## src/logic/frsc_cfg.svh

```systemverilog
// Purpose: Constants for the frequency register select block
// Assumes: 40 MHz core clock, serial link sampled on that clock
// Notes: Register addresses are 4-bit serial addresses
`ifndef FRSC_CFG_SVH
`define FRSC_CFG_SVH

`define FRSC_ADDR_W 4
`define FRSC_DATA_W 32
`define FRSC_HDR_BITS 6'h05
`define FRSC_FRAME_BITS 6'h25

`define FRSC_ADDR_RATE_LOCK 4'h0
`define FRSC_ADDR_FREQ0 4'h1
`define FRSC_ADDR_FREQ1 4'h2
`define FRSC_ADDR_FREQ2 4'h3
`define FRSC_ADDR_FREQ3 4'h4
`define FRSC_ADDR_STATUS 4'h5

`define FRSC_RATE_LOCK_RESET 32'h00000057
`define FRSC_FREQ_RESET 32'h00000000

`define FRSC_RATE_MSB 31
`define FRSC_RATE_LSB 18
`define FRSC_STEP_MSB 17
`define FRSC_STEP_LSB 10
`define FRSC_LOCK_DETECT_CLOCK_DOUBLE_BIT 9
`define FRSC_UNLOCK_MSB 8
`define FRSC_UNLOCK_LSB 5
`define FRSC_LOCK_MSB 4
`define FRSC_LOCK_LSB 0

`endif

```

## src/logic/frsc_pkg.sv

```systemverilog
// Purpose: Types for the frequency register select block
// Assumes: Constants live in frsc_cfg.svh
// Notes: Serial states are one-hot
package frsc_pkg;
   typedef enum logic [3:0] {
      FRSC_IDLE = 4'h1,
      FRSC_HDR = 4'h2,
      FRSC_LOAD = 4'h4,
      FRSC_DATA = 4'h8
   } frsc_ser_state_type;
endpackage

```

## src/logic/frsc_serial.sv

```systemverilog
// Purpose: Three-wire serial slave framing for register access
// Assumes: Serial pins synchronous to clock_in, serial clock much slower
// Notes: Frame = R/W bit, 4 address bits, 32 data bits, MSB first
`include "frsc_cfg.svh"
module frsc_serial (
   input wire logic clock_in,
   input wire logic rst_in,
   input wire logic ser_clk_in,
   input wire logic ser_load_n_in,
   input wire logic ser_data_in,
   output logic ser_data_out,
   output logic ser_data_oe_out,
   output logic [`FRSC_ADDR_W-1:0] addr_out,
   output logic [`FRSC_DATA_W-1:0] wdata_out,
   output logic wr_pulse_out,
   input wire logic [`FRSC_DATA_W-1:0] rd_data_in
);
   frsc_pkg::frsc_ser_state_type state_ff, nxt_state;
   logic sclk_ff, nxt_sclk;
   logic rd_ff, nxt_rd;
   logic [5:0] cnt_ff, nxt_cnt;
   logic [`FRSC_ADDR_W-1:0] addr_ff, nxt_addr;
   logic [`FRSC_DATA_W-1:0] sh_ff, nxt_sh;
   logic wr_ff, nxt_wr;
   logic rise;

   assign rise = ser_clk_in & ~sclk_ff;

   always_comb begin
      nxt_state = state_ff;
      nxt_sclk = ser_clk_in;
      nxt_rd = rd_ff;
      nxt_cnt = cnt_ff;
      nxt_addr = addr_ff;
      nxt_sh = sh_ff;
      nxt_wr = 1'b0;
      if (ser_load_n_in) begin
         // Frame end: a write commits only when every bit arrived
         if (state_ff == frsc_pkg::FRSC_DATA && !rd_ff && cnt_ff == `FRSC_FRAME_BITS) begin
            nxt_wr = 1'b1;
         end
         nxt_state = frsc_pkg::FRSC_IDLE;
         nxt_cnt = 6'h00;
      end else begin
         case (state_ff)
            frsc_pkg::FRSC_IDLE: begin
               nxt_state = frsc_pkg::FRSC_HDR;
               nxt_cnt = 6'h00;
            end
            frsc_pkg::FRSC_HDR: begin
               if (rise) begin
                  nxt_cnt = cnt_ff + 6'h01;
                  if (cnt_ff == 6'h00) begin
                     nxt_rd = ser_data_in;
                  end else begin
                     nxt_addr = {addr_ff[`FRSC_ADDR_W-2:0], ser_data_in};
                  end
                  if (cnt_ff + 6'h01 == `FRSC_HDR_BITS) begin
                     nxt_state = frsc_pkg::FRSC_LOAD;
                  end
               end
            end
            frsc_pkg::FRSC_LOAD: begin
               nxt_sh = rd_data_in;
               nxt_state = frsc_pkg::FRSC_DATA;
            end
            frsc_pkg::FRSC_DATA: begin
               if (rise && cnt_ff != `FRSC_FRAME_BITS) begin
                  nxt_cnt = cnt_ff + 6'h01;
                  nxt_sh = {sh_ff[`FRSC_DATA_W-2:0], ser_data_in};
               end
            end
            default: nxt_state = frsc_pkg::FRSC_IDLE;
         endcase
      end
   end

   always_ff @(posedge clock_in) begin
      if (rst_in) begin
         state_ff <= frsc_pkg::FRSC_IDLE;
         sclk_ff <= 1'b0;
         rd_ff <= 1'b0;
         cnt_ff <= 6'h00;
         addr_ff <= 4'h0;
         sh_ff <= 32'h00000000;
         wr_ff <= 1'b0;
      end else begin
         state_ff <= nxt_state;
         sclk_ff <= nxt_sclk;
         rd_ff <= nxt_rd;
         cnt_ff <= nxt_cnt;
         addr_ff <= nxt_addr;
         sh_ff <= nxt_sh;
         wr_ff <= nxt_wr;
      end
   end

   assign ser_data_out = sh_ff[`FRSC_DATA_W-1];
   assign ser_data_oe_out = rd_ff && state_ff == frsc_pkg::FRSC_DATA && !ser_load_n_in;
   assign addr_out = addr_ff;
   assign wdata_out = sh_ff;
   assign wr_pulse_out = wr_ff;
endmodule

```

## src/logic/frsc_top.sv

```systemverilog
// Purpose: Rate/lock control word, four frequency codes and frequency selection
// Assumes: First control register fields and status word arrive as inputs
// Notes: Registers reached only over the three-wire serial link
//
// Contract
// [RULE1] 14-bit rate field; nonzero enables data clock
// [RULE2] Host programs rate within 1 to 100 kbps
// [RULE3] 8-bit sync step size, resets zero
// [RULE4] Double lock clock bit: 0 10 MHz
// [RULE5] 4-bit unlock trigger count resets to 0010
// [RULE6] 5-bit lock trigger count resets to 10111
// [RULE7] Four independent 32-bit frequency code registers
// [RULE8] Host writes all codes before RX or TX
// [RULE9] Receive: receive select field picks register
// [RULE10] Transmit: select bit picks pair, pin picks one
// [RULE11] After reset: TX uses 0/1, RX uses 2
// [RULE12] Control bit 5 inverts pin-to-symbol mapping
// [RULE13] Select bits alone switch between two channels
// [RULE14] Status register read-only, writes ignored
// [RULE15] Rate and lock control resets to 0000057 hex
// [RULE16] Selector combinational; registers change on writes
`include "frsc_cfg.svh"
module frsc_top (
   input wire logic clock_in,
   input wire logic rst_in,
   input wire logic ser_clk_in,
   input wire logic ser_load_n_in,
   input wire logic ser_data_in,
   output logic ser_data_out,
   output logic ser_data_oe_out,
   input wire logic direction_select_in,
   input wire logic [1:0] receive_select_field_in,
   input wire logic transmit_select_bit_in,
   input wire logic data_polarity_direct_in,
   input wire logic message_data_pin_in,
   input wire logic [`FRSC_DATA_W-1:0] status_word_in,
   output logic [13:0] received_message_rate_out,
   output logic recovered_data_clock_enable_out,
   output logic [7:0] sync_step_size_out,
   output logic lock_detect_clock_double_out,
   output logic [3:0] unlock_trigger_count_out,
   output logic [4:0] lock_trigger_count_out,
   output logic [1:0] freq_select_index_out,
   output logic [`FRSC_DATA_W-1:0] freq_code_out
);
   // Reset word of the rate and lock control register, split per field below
   localparam logic [`FRSC_DATA_W-1:0] CTRL_RESET_WORD = `FRSC_RATE_LOCK_RESET;
   logic [13:0] rate_ff, nxt_rate;
   logic [7:0] step_ff, nxt_step;
   logic lock_detect_clock_double_ff, nxt_lock_detect_clock_double;
   logic [3:0] unlock_ff, nxt_unlock;
   logic [4:0] lock_ff, nxt_lock;
   logic [`FRSC_DATA_W-1:0] ctrl_word;
   logic ctrl_wr;
   logic [3:0] freq_wr;
   logic [1:0] tx_index;
   logic [`FRSC_DATA_W-1:0] freq_ff [0:3];
   logic [`FRSC_DATA_W-1:0] nxt_freq [0:3];
   logic [`FRSC_ADDR_W-1:0] addr;
   logic [`FRSC_DATA_W-1:0] wdata;
   logic [`FRSC_DATA_W-1:0] rd_data;
   logic wr_pulse;
   logic symbol;

   frsc_serial u_serial (
      .clock_in(clock_in),
      .rst_in(rst_in),
      .ser_clk_in(ser_clk_in),
      .ser_load_n_in(ser_load_n_in),
      .ser_data_in(ser_data_in),
      .ser_data_out(ser_data_out),
      .ser_data_oe_out(ser_data_oe_out),
      .addr_out(addr),
      .wdata_out(wdata),
      .wr_pulse_out(wr_pulse),
      .rd_data_in(rd_data)
   );

   // Maps a frequency address to its code index
   function automatic logic [1:0] freq_index(input logic [`FRSC_ADDR_W-1:0] a);
      logic [`FRSC_ADDR_W-1:0] d;
      d = a - `FRSC_ADDR_FREQ0;
      return d[1:0];
   endfunction

   function automatic logic is_freq(input logic [`FRSC_ADDR_W-1:0] a);
      return a >= `FRSC_ADDR_FREQ0 && a <= `FRSC_ADDR_FREQ3;
   endfunction

   function automatic logic is_ctrl(input logic [`FRSC_ADDR_W-1:0] a);
      return a == `FRSC_ADDR_RATE_LOCK;
   endfunction

   function automatic logic is_status(input logic [`FRSC_ADDR_W-1:0] a);
      return a == `FRSC_ADDR_STATUS;
   endfunction

   // Field slices of a control word, shared by the write path and reset
   function automatic logic [13:0] rate_field(input logic [`FRSC_DATA_W-1:0] w);
      return w[`FRSC_RATE_MSB:`FRSC_RATE_LSB];
   endfunction

   function automatic logic [7:0] step_field(input logic [`FRSC_DATA_W-1:0] w);
      return w[`FRSC_STEP_MSB:`FRSC_STEP_LSB];
   endfunction

   function automatic logic [3:0] unlock_field(input logic [`FRSC_DATA_W-1:0] w);
      return w[`FRSC_UNLOCK_MSB:`FRSC_UNLOCK_LSB];
   endfunction

   function automatic logic [4:0] lock_field(input logic [`FRSC_DATA_W-1:0] w);
      return w[`FRSC_LOCK_MSB:`FRSC_LOCK_LSB];
   endfunction

   // Write strobes; status and unmapped addresses raise none
   always_comb begin
      ctrl_wr = 1'b0;
      freq_wr = 4'h0;
      if (wr_pulse) begin
         if (is_ctrl(addr)) begin
            ctrl_wr = 1'b1;
         end else if (is_freq(addr)) begin
            freq_wr[freq_index(addr)] = 1'b1; // RULE7
         end else if (is_status(addr)) begin
            // Status is read-only, so the word is dropped
            ctrl_wr = 1'b0; // RULE14
         end
      end
   end

   always_comb begin
      nxt_rate = rate_ff;
      nxt_step = step_ff;
      nxt_lock_detect_clock_double = lock_detect_clock_double_ff;
      nxt_unlock = unlock_ff;
      nxt_lock = lock_ff;
      if (ctrl_wr) begin
         nxt_rate = rate_field(wdata); // RULE1
         nxt_step = step_field(wdata); // RULE3
         nxt_lock_detect_clock_double = wdata[`FRSC_LOCK_DETECT_CLOCK_DOUBLE_BIT]; // RULE4
         nxt_unlock = unlock_field(wdata); // RULE5
         nxt_lock = lock_field(wdata); // RULE6
      end
   end

   // Codes move only on a completed write, never while the selector switches
   always_comb begin
      for (int i = 0; i < 4; i++) begin
         nxt_freq[i] = freq_wr[i] ? wdata : freq_ff[i]; // RULE7
      end
   end

   // Each field takes its slice of the one reset word
   always_ff @(posedge clock_in) begin
      if (rst_in) begin
         rate_ff <= rate_field(CTRL_RESET_WORD); // RULE15
         step_ff <= step_field(CTRL_RESET_WORD); // RULE3
         lock_detect_clock_double_ff <= CTRL_RESET_WORD[`FRSC_LOCK_DETECT_CLOCK_DOUBLE_BIT]; // RULE4
         unlock_ff <= unlock_field(CTRL_RESET_WORD); // RULE5
         lock_ff <= lock_field(CTRL_RESET_WORD); // RULE6
      end else begin
         rate_ff <= nxt_rate; // RULE16
         step_ff <= nxt_step;
         lock_detect_clock_double_ff <= nxt_lock_detect_clock_double;
         unlock_ff <= nxt_unlock;
         lock_ff <= nxt_lock;
      end
   end

   always_ff @(posedge clock_in) begin
      if (rst_in) begin
         for (int i = 0; i < 4; i++) begin
            freq_ff[i] <= `FRSC_FREQ_RESET;
         end
      end else begin
         for (int i = 0; i < 4; i++) begin
            freq_ff[i] <= nxt_freq[i]; // RULE16
         end
      end
   end

   assign ctrl_word = {rate_ff, step_ff, lock_detect_clock_double_ff, unlock_ff, lock_ff};

   always_comb begin
      if (is_ctrl(addr)) begin
         rd_data = ctrl_word;
      end else if (is_freq(addr)) begin
         rd_data = freq_ff[freq_index(addr)];
      end else if (is_status(addr)) begin
         rd_data = status_word_in; // RULE14
      end else begin
         rd_data = 32'h00000000;
      end
   end

   assign received_message_rate_out = rate_ff; // RULE1
   // A zero rate leaves the recovered data clock stopped
   assign recovered_data_clock_enable_out = |rate_ff; // RULE1
   assign sync_step_size_out = step_ff; // RULE3
   assign lock_detect_clock_double_out = lock_detect_clock_double_ff; // RULE4
   assign unlock_trigger_count_out = unlock_ff; // RULE5
   assign lock_trigger_count_out = lock_ff; // RULE6

   // Direct polarity passes the pin, inverted polarity flips it
   assign symbol = message_data_pin_in ^ ~data_polarity_direct_in; // RULE12

   // Pin level picks within the pair named by the transmit select bit
   assign tx_index = {transmit_select_bit_in, symbol}; // RULE10

   always_comb begin
      if (direction_select_in) begin
         freq_select_index_out = tx_index; // RULE10 RULE11 RULE13
      end else begin
         freq_select_index_out = receive_select_field_in; // RULE9 RULE11 RULE13
      end
   end

   assign freq_code_out = freq_ff[freq_select_index_out]; // RULE16
endmodule

```

## config.mk

```make
export PLATFORM = sky130hd
export DESIGN_NAME = frsc_top
export DESIGN_NICKNAME = d
export VERILOG_FILES = /design/src/logic/frsc_pkg.sv /design/src/logic/frsc_serial.sv /design/src/logic/frsc_top.sv
export VERILOG_INCLUDE_DIRS = /design/src /design/src/logic
export SDC_FILE = /design/constraint.sdc
export NUM_CORES = 1
export LEC_CHECK = 0
export ABC_CLOCK_PERIOD_IN_PS = 4400
export BUFFER_PORTS_ARGS = -buffer_cell sky130_fd_sc_hd__buf_4
export CAP_MARGIN = 25
export CORE_ASPECT_RATIO = 2
export CORE_MARGIN = 2
export CORE_UTILIZATION = 50
export CTS_BUF_LIST = sky130_fd_sc_hd__clkbuf_8
export DETAILED_ROUTE_END_ITERATION = 16
export HOLD_SLACK_MARGIN = 0.05
export PLACE_DENSITY = 0.77
export REMOVE_ABC_BUFFERS = 1
export SLEW_MARGIN = 0
export SYNTH_ARGS = -nofsm -noshare
export SYNTH_HDL_FRONTEND = slang
export SYNTH_HIERARCHICAL = 1
export SYNTH_SLANG_ARGS = --single-unit
```

## constraint.sdc

```tcl
create_clock -name clock_in -period 4.4 [get_ports clock_in]
set_input_delay 1.32 -clock clock_in [delete_from_list [all_inputs] [get_ports clock_in]]
set_output_delay 1.32 -clock clock_in [all_outputs]
set_load 0.03 [all_outputs]
```

# Word-level counts from Yosys, hierarchy flattened
# Memory sizes are Yosys's and may differ from the RTL's.
# Cells that the tools add are included.
# op_classes
mux	31
reduce_logical	25
addsub	2
bitwise_logic	11
n_lt_le_gt_ge	4
n_eq_ne	15
# op_table
op	n
$mux W32	12
$pmux W32 S2	1
$mux W4	5
$pmux W6 S3	1
$pmux W4 S4	1
$reduce_or A14 Y1	1
$mux W6	2
$reduce_and A3 Y1	3
$eq A4 B3 Y1 const B	2
$reduce_and A2 Y1	4
$reduce_and A4 Y1	2
$logic_and A1 B1 Y1	7
$mux W1	7
$add A6 B1 Y6 const B	1
$eq A6 B3 Y1 const B	1
$eq A6 B6 Y1 const B	1
$logic_not A6 Y1	1
$ne A6 B6 Y1 const B	1
$not A1 Y1	5
$eq A4 B1 Y1 const B	1
$eq A4 B2 Y1 const B	1
$eq A4 B4 Y1 const B	1
$ge A4 B1 Y1 const B	1
$le A4 B3 Y1 const B	1
16 further kinds	25
# totals
ram_bits	128
mem_count	1
output_inout_bits	69
word_cells	101
inputBits	43
reg_bits	81
# mem_list
name	words	word_bits	read_ports	rd_ports_with_merged_regs	write_ports	line	source
freq_ff	4	32	2	0	4	frsc_top.sv:57	logic [`FRSC_DATA_W-1:0] freq_ff [0:3];

# Longest topological paths before layout
# Gate-level depths: netlist of run 1.
# logic_depth
word_depth	11
mapped_depth	12

# Modules after synthesis
# The synthesis of run 1 kept the hierarchy.
# modules_own_cells
module	cells_per_inst	instances	seq_area_each_um2	area_per_inst_um2
frsc_top	703	1	4484.3	8486.9
frsc_serial	280	1	980.9	2486.1

# Worst setup path after synthesis of run 1
# Ideal clock, no wire load.
# synth_timing
kind	input to output
startpoint	input direction_select_in
endpoint	output freq_code_out[10]
path_slack_ns	0.398
arrival_time_ns	2.682
path_buffers	1
cell_stages	3
required_time_ns	3.080
path_cell_list	mux2i_1 -> buf_2 -> mux2i_1
# synth_between
elab_chain_cells	2
# synth_lines
element	line	source
start, declared	frsc_top.sv:31	input wire logic direction_select_in,
$mux W2	frsc_top.sv:211	if (direction_select_in) begin
$mem_v2 Z4 W32	-	
end, declared	frsc_top.sv:44	output logic [`FRSC_DATA_W-1:0] freq_code_out
# No other way between the ends.

# Worst setup path after layout of run 1
# layout_timing
startpoint	input message_data_pin_in
endpoint	output freq_code_out[0]
# layout_between
elab_chain_cells	3
# layout_lines
element	line	source
start, declared	frsc_top.sv:35	input wire logic message_data_pin_in,
$xor A1 B1 Y1	frsc_top.sv:205	assign symbol = message_data_pin_in ^ ~data_polarity_direct_in;
$mux W2	frsc_top.sv:211	
$mem_v2 Z4 W32	-	
# No other way between the ends.

==> results.cfg, run 1 <==
[run]
cap_viol_max_count = 0

[yosys]
dominant_combinational_cell_family_by_area_after_synthesis = simple AND/OR/NAND/NOR gates
synth.mux.area_fraction_pct = 15.96
synth-simple-area-share_pct = 18.24
synthesis.area_per_instance_um2 = 11.16
synth_xor_xnor_area_share_pct = 0.3991
synth_cell_type_count = 55
synth_compound_gate_area_share_pct = 10.80
post_synth_inst_count = 983
synth_fa_ha_area_share_pct = 0.9122
yosys.area.top_type_share_pct = 35.03
synth-seq-cells = 209
cell_type_with_the_largest_total_area_after_synthesis = sky130_fd_sc_hd__edfxtp_1
synth_area_um2 = 10970
synth-seq-area-share_pct = 49.81
synth_area_leaders = sky130_fd_sc_hd__edfxtp_1 35%, sky130_fd_sc_hd__dfxtp_1 15%, sky130_fd_sc_hd__mux2i_1 9.4%
ys_async_sr_fraction_pct = 0
synth_enable_flop_cells = 128
postSynth.topFlopCell = sky130_fd_sc_hd__edfxtp_1
synth_warnings = 6

[floorplan]
core_um2 = 21590
die-area_um2 = 23220
placement_rows = 76
die_h_um = 213.5
initial_core_util_pct = 50.83
fp.dieW_um = 108.8
io_pins = 112

[status]
result_of_the_run = finished clean

[cells_and_area]
seqCellArea_um2 = 5466
diodes = 0
layout.nets = 1129
filler_cells_inserted = 1780
drive_gt1_share_pct = 22.91
areaGrowthSynthToFinish_pct = 15.56
multi_input_logic_area_um2 = 5127

[worst_setup_path]
max_stage_delay_ps = 340
cp_data_required_time_ps = 3080
timing.critical_path.arrival_ps = 2890
end_kind = output port
critical-path-slowest-cell = sky130_fd_sc_hd__mux2i_4
timing.critical_path.cells = buf_4, xnor2_1, mux2i_4, buf_12, mux2i_1, mux2i_1, buf_4
worst-setup-path-type = input port to output port
start_kind = input port
cp_max_fo = 36

[clock_tree]
clockBufferDepth = 3
htreeDepth = 1
cts_hold_buffers = 0
clock_latency_ps = 550
cts.sink_count = 209
ctsResizeCount = 0
post_cts_buffers = 0
clk_root_buffer_cell = sky130_fd_sc_hd__clkbuf_8
number_of_clock_buffers_inserted_by_tritoncts = 28
cts_tree = yes
cts.reportedPaths.clkPinSlew_ps = 80

[sta]
timing_worst_slew_pin_value_ps = 849.7
final-setup-viol-count = 0
fin_ws_ps = 192.4
post-route-period-util_pct = 95.63
period_needed_ps = 4208
finalHoldWorstSlack_ps = 477.1
rsz_0062_raised_after_global_routing = no
worst_clock_skew_ps = 12.72
max_freq_mhz = 237.7
final-hold-violation-count = 0
slew_viol_final = 0
relSlewSlack_pct = 43.12

[global_route]
largest_net_degree_at_the_start_of_global_routing = 65
grt_pass1_wl_um = 44490
global_route_met1_utilization_pct = 26.73
remaining_global_route_overflow = 0
antenna_found_initial = 0
met2_usage_pct = 47.65
first_global_vias = 8288
grt_util_met3_pct = 3.313
grt-busiest-layer = met2
globalRouteTotalUtil_pct = 25.54

[route]
detail-route-antenna-nets = 0
drtPass1Iterations = 5
vias_per_cell = 5.923
post-route-drc-count = 0
route.vias.total = 8132
drt-wirelength-per-cell_um = 21.46
routed_wl_um = 29470
drt_iter0_drc = 610

[power_and_ir_drop]
p_sw_share_pct = 23.85
clock_power_share_pct = 39.0
p_int_uw = 3267
power_frac_seq_pct = 50.6
power-per-cell-area_nw_per_um2 = 338.4
leakage_power_uw = 0.004709
ir_worst_vdd_v = 0.0004814
power.net_switching_uw = 1023
power_frac_comb_pct = 10.5

[placed_design]
placement_stage_worst_setup_slack_ps = 190.7
gp_congestion = 0.8519
hpwlAfterDp_um = 18950
placement.io_buffers = 111

[worst_hold_path]
hold_class = flop to flop
## critical path: cells and delay by family
kind	cells	cell delay, ps
xor gates and xnor gates	1	150
buffers and inverters	3	640
muxes	3	730
## worst paths after layout
kind / startpoint / end / slack (ps) / depth (start not counted)
setup reg to reg: u_serial/state_ff[3]$_SDFFE_PP0P_ / u_serial/wdata_out[16]$_SDFFE_PP0P_ / 1550 / 6
hold reg to reg: unlock_trigger_count_out[0]$_SDFFE_PP0P_ / unlock_trigger_count_out[0]$_SDFFE_PP0P_ / 480 / 2
hold / removal: unlock_trigger_count_out[0]$_SDFFE_PP0P_ / unlock_trigger_count_out[0]$_SDFFE_PP0P_ / 480 / 2
setup / recovery: message_data_pin_in / freq_code_out[0] / 190 / 7
## logic make-up (layout without fill, tap and decap cells)
kind of cell | count (synthesis) | count (layout)
adder cells (fa/ha/maj) | 8 | 8
flip-flops | 209 | 209
XOR/XNOR | 5 | 5
AO/OA/AOI/OAI | 150 | 150
multiplexers | 135 | 135
buffers and inverters | 83 | 200
AND/OR/NAND/NOR | 393 | 393
## synthesized netlist by cell type, types with 2 or more instances
library cell and n:
sky130_fd_sc_hd__a21o_1 4, sky130_fd_sc_hd__a21oi_1 63, sky130_fd_sc_hd__a22oi_1 32, sky130_fd_sc_hd__a311oi_1 4, sky130_fd_sc_hd__a311oi_2 28, sky130_fd_sc_hd__and2_1 129
sky130_fd_sc_hd__and3_1 3, sky130_fd_sc_hd__buf_1 3, sky130_fd_sc_hd__buf_2 19, sky130_fd_sc_hd__buf_4 13, sky130_fd_sc_hd__buf_6 5, sky130_fd_sc_hd__clkbuf_1 30
sky130_fd_sc_hd__clkbuf_2 3, sky130_fd_sc_hd__dfxtp_1 81, sky130_fd_sc_hd__edfxtp_1 128, sky130_fd_sc_hd__ha_1 8, sky130_fd_sc_hd__inv_1 10, sky130_fd_sc_hd__mux2i_1 103
sky130_fd_sc_hd__mux4_2 32, sky130_fd_sc_hd__nand2_1 135, sky130_fd_sc_hd__nand2b_1 11, sky130_fd_sc_hd__nand3_1 2, sky130_fd_sc_hd__nand3b_1 7, sky130_fd_sc_hd__nand4_1 2
sky130_fd_sc_hd__nor2_1 78, sky130_fd_sc_hd__nor2b_1 4, sky130_fd_sc_hd__nor3b_1 3, sky130_fd_sc_hd__nor4_1 4, sky130_fd_sc_hd__nor4b_1 2, sky130_fd_sc_hd__nor4b_4 2
sky130_fd_sc_hd__o21ai_0 7, sky130_fd_sc_hd__or2_2 2, sky130_fd_sc_hd__xnor2_1 4
## power groups by stage
stage | combinational (uW) | clock, uW | sequential, uW
finish | 449 | 1670 | 2170
global route | 470 | 1770 | 2180
CTS | 452 | 1690 | 2170
detailed placement | 450 | 0 | 2210
global placement | 445 | 0 | 2210
floorplan | 293 | 0 | 2200
## layout make-up
cell class              instances  share of cell area [%]
flip-flops and latches        209                   43.11
multi-input cells             691                   40.43
repair buffers                138                   8.367
clock buffers                  31                   3.365
well taps                     273                   2.694
clock inverters                21                   1.737
inverters                      10                  0.2960
## layout by cell type (no fill, tap or decap), types with 5 or more instances in the layout
cell type,instances
sky130_fd_sc_hd__ha_1,8
sky130_fd_sc_hd__inv_1,19
sky130_fd_sc_hd__a311oi_2,28
sky130_fd_sc_hd__mux4_2,32
sky130_fd_sc_hd__a22oi_1,32
sky130_fd_sc_hd__nand3b_1,7
sky130_fd_sc_hd__nand2b_1,11
sky130_fd_sc_hd__nand2_1,135
sky130_fd_sc_hd__buf_4,136
sky130_fd_sc_hd__dfxtp_1,80
sky130_fd_sc_hd__and2_1,129
sky130_fd_sc_hd__bufinv_16,5
sky130_fd_sc_hd__edfxtp_1,128
sky130_fd_sc_hd__mux2i_1,101
sky130_fd_sc_hd__nor2_1,78
sky130_fd_sc_hd__a21oi_1,63
sky130_fd_sc_hd__o21ai_0,7
sky130_fd_sc_hd__clkbuf_8,31
## per-layer routing
| metal | part of all wire (%) | up-vias |
|---|---|---|
| li1 | - | 3732 |
| met1 | 34 | 3994 |
| met2 | 55 | 312 |
| met3 | 5.5 | 94 |
| met4 | 5.0 | 0 |
| met5 | 0 | - |
## through the flow
step / total power (uW) / TNS (ps) / cell area [um2] / std cells / util, %
floorplan: 2492 / -145780 / 10590 / 910 / -
global placement: 2652 / 0 / 12030 / 1321 / 55.75
detailed placement: 2662 / 0 / 12030 / 1321 / 55.75
CTS: 4313 / 0 / 12680 / 1373 / 58.75
global route: 4416 / 0 / 12680 / 1373 / 58.75
finish: 4291 / 0 / 12680 / 1373 / 58.75
## registers in the layout (all words and copies together) (netlist names), 4 cells and up
name	count
u_serial/wdata_out	32
u_serial/addr_out	4
sync_step_size_out	8
received_message_rate_out	14
lock_trigger_count_out	5
unlock_trigger_count_out	4
u_serial/state_ff	4
freq_ff	128
u_serial/cnt_ff	6
Power figures use the tool's default switching activity.
==> run 2: changes to the inputs <==
- ABC_AREA: default -> 1
==> run 2 against run 1 <==
Effect of this change:
- routed wire length rose by 25%
- worst hold slack improved by 21 ps
- critical path type unchanged
- fmax rose by 4.7%
- largest cell class unchanged
- synthesized cell count rose by 70%
==> results.cfg, run 2 <==
[status]
result_of_the_run = finished clean

[sta]
max_freq_mhz = 248.7
rsz_0062_raised_after_global_routing = no
timing_worst_slew_pin_value_ps = 995.1
relSlewSlack_pct = 33.65
slew_viol_final = 0
final-hold-violation-count = 0
finalHoldWorstSlack_ps = 497.6
period_needed_ps = 4021
post-route-period-util_pct = 91.38
finalSetupTns_ps = 0
final-setup-viol-count = 0
worst_clock_skew_ps = 39.38

[yosys]
postSynth.topFlopCell = sky130_fd_sc_hd__edfxtp_1
synth_area_um2 = 11800
synth_cell_type_count = 35
ys_top_cells_by_count = 465 x sky130_fd_sc_hd__nand2_1, 310 x sky130_fd_sc_hd__nor2_1, 221 x sky130_fd_sc_hd__inv_1
synth_warnings = 6
ys_async_sr_fraction_pct = 0
yosys.area.top_type_share_pct = 32.57
synthesis.area_per_instance_um2 = 7.046
synth-seq-cells = 209
synth_enable_flop_cells = 128
post_synth_inst_count = 1675
cell_type_with_the_largest_total_area_after_synthesis = sky130_fd_sc_hd__edfxtp_1
synth-seq-area-share_pct = 46.31
dominant_cell_by_count_in_the_synthesized_netlist = sky130_fd_sc_hd__nand2_1
synth_area_leaders = sky130_fd_sc_hd__edfxtp_1 33%, sky130_fd_sc_hd__nand2_1 15%, sky130_fd_sc_hd__dfxtp_1 14%

[route]
route.vias.total = 11580
detail-route-antenna-nets = 0
routed_wl_um = 36800
drt-wirelength-per-cell_um = 17.89
drt_iter0_drc = 1164
drtPass1Iterations = 5
vias_per_cell = 5.627
post-route-drc-count = 0

[worst_setup_path]
timing.critical_path.arrival_ps = 2700
crit-reg2reg-launch = u_serial/addr_out[0]$_SDFFE_PP0P_
critical-path-slowest-cell = sky130_fd_sc_hd__buf_4
rrSetupSlack_ps = 1020
start_kind = input port
worst-r2r-cell-count = 7
timing.critical_path.cells = buf_4, inv_1, nand2_1, nand3_1, buf_4, nand3_1, nand3_1, nand2_1, buf_4
cp_data_required_time_ps = 3080
worst-setup-path-type = input port to output port
rr_endpoint = freq_ff[2][31]$_SDFFCE_PN0P_
max_stage_delay_ps = 460
cp_max_fo = 32
end_kind = output port

[cells_and_area]
diodes = 0
post-route-cell-area_um2 = 13330
drive_gt1_share_pct = 11.78
max_reg_flops = 128
areaGrowthSynthToFinish_pct = 12.97
commonest_non_fill_non_tap_cell_in_the_layout = sky130_fd_sc_hd__nand2_1
filler_cells_inserted = 2185
regMostFlops = freq_ff
final_cell_mix = 465 x sky130_fd_sc_hd__nand2_1, 310 x sky130_fd_sc_hd__nor2_1, 228 x sky130_fd_sc_hd__inv_1, 184 x sky130_fd_sc_hd__nand3_1, 143 x sky130_fd_sc_hd__buf_4
layout.nets = 1802
postLayoutCoreUtil_pct = 57.40

[run]
cap_viol_max_count = 0

[placed_design]
dpl_cell_area_um2 = 12750
hpwlAfterDp_um = 24180
placement.io_buffers = 111
gp_congestion = 0.8944

[power_and_ir_drop]
power_frac_seq_pct = 51.2
clock_power_share_pct = 36.5
power_frac_comb_pct = 12.3
ir_worst_vdd_v = 0.0002219
p_sw_share_pct = 26.81
p_int_uw = 3069
leakage_power_uw = 0.006019
power-per-cell-area_nw_per_um2 = 314.6
power.net_switching_uw = 1124

[floorplan]
io_pins = 112
fp.dieW_um = 112.6
die_h_um = 221.3
initial_core_util_pct = 50.81
die-area_um2 = 24930
placement_rows = 79
core_um2 = 23230

[global_route]
largest_net_degree_at_the_start_of_global_routing = 69
grt_pass1_wl_um = 56380
first_global_vias = 11340
antenna_found_initial = 0
globalRouteTotalUtil_pct = 28.58
remaining_global_route_overflow = 0

[clock_tree]
post_cts_buffers = 0
cts_tree = yes
ctsResizeCount = 0
clock_latency_ps = 590
cts_hold_buffers = 0
clk_root_buffer_cell = sky130_fd_sc_hd__clkbuf_8
htreeDepth = 1
cts.reportedPaths.clkPinSlew_ps = 60
clockBufferDepth = 3
number_of_clock_buffers_inserted_by_tritoncts = 29
cts.sink_count = 209

[worst_hold_path]
hold_path.startpoint = u_serial/wdata_out[0]$_SDFFE_PP0P_
hold_class = flop to flop
holdPathStages = 2
worst_hold_path.endpoint = u_serial/wdata_out[0]$_SDFFE_PP0P_
[run 2: cell count changes in the layout (fill, tap and decap cells not counted), sizes merged, moves of 43 or more]
cell / delta
nand4: +43
nand2: +333
nand3: +182
mux2i: -103
inv: +216
nor2: +236
and2: -128
[run 2: routing by layer]
layer / wire, um / part of all wire, % / up-vias / GRT usage (%)
li1: - / - / 5417 / -
met1: 12280 / 33 / 5320 / 29.57
met2: 19170 / 52 / 641 / 51.96
met3: 2841 / 7.7 / 197 / 3.232
met4: 2511 / 6.8 / 0 / 20.73
met5: 0 / 0 / - / 0
[run 2: power by group through the flow]
stage | combinational, uW | clock [uW] | sequential, uW
after CTS | 512 | 1530 | 2150
after global placement | 503 | 0 | 2190
final | 515 | 1530 | 2150
after detailed placement | 510 | 0 | 2190
after global routing | 556 | 1600 | 2150
after floorplan | 305 | 0 | 2190
[run 2: logic make-up (layout without fill, tap and decap cells)]
group                      Yosys count  in the layout  share of synthesized area (%)
and+or+nand+nor                   1023           1023                          36.43
buffers and inverters              328            427                          11.72
DFF                                209            209                          46.31
AOI/OAI and AO/OA                  107            107                          4.696
adders and majority gates            8              8                         0.8481
[run 2: stage by stage]
step / cells / total power, uW / worst slack, ps
2_1_floorplan: 1575 / 2494 / -893.3
3_3_place_gp: 2003 / 2693 / 445.1
3_5_place_dp: 2003 / 2702 / 423.5
4_1_cts: 2057 / 4193 / 416.3
5_1_grt: 2057 / 4309 / 298.1
6_report: 2057 / 4194 / 379.4
[run 2: worst max-delay path by stage]
stage	slack, ps	startpoint	cells past startpoint	to
final	380	data_polarity_direct_in	9	freq_code_out[2]
after global routing	300	direction_select_in	9	freq_code_out[23]
after CTS	420	direction_select_in	9	freq_code_out[23]
after detailed placement	420	direction_select_in	9	freq_code_out[23]
after global placement	450	direction_select_in	9	freq_code_out[22]
after floorplan	-890	u_serial/addr_out[0]$_SDFFE_PP0P_	4	freq_ff[3][0]$_SDFFCE_PN0P_
[run 2: final cells by class]
type / instances / area, um2 / share of cell area, %
clock buffer: 34 / 467.9 / 3.510
timing repair buffer: 145 / 1114 / 8.352
tap: 283 / 354.1 / 2.656
inverter: 228 / 855.8 / 6.419
clock inverter: 20 / 117.6 / 0.8821
sequential: 209 / 5466 / 41.00
multi-input combinational: 1138 / 4957 / 37.18
[run 2: critical path: cells and delay by family]
kind                   cells  cell delay (ps)
AND/OR/NAND/NOR            5              580
buffers and inverters      4              770
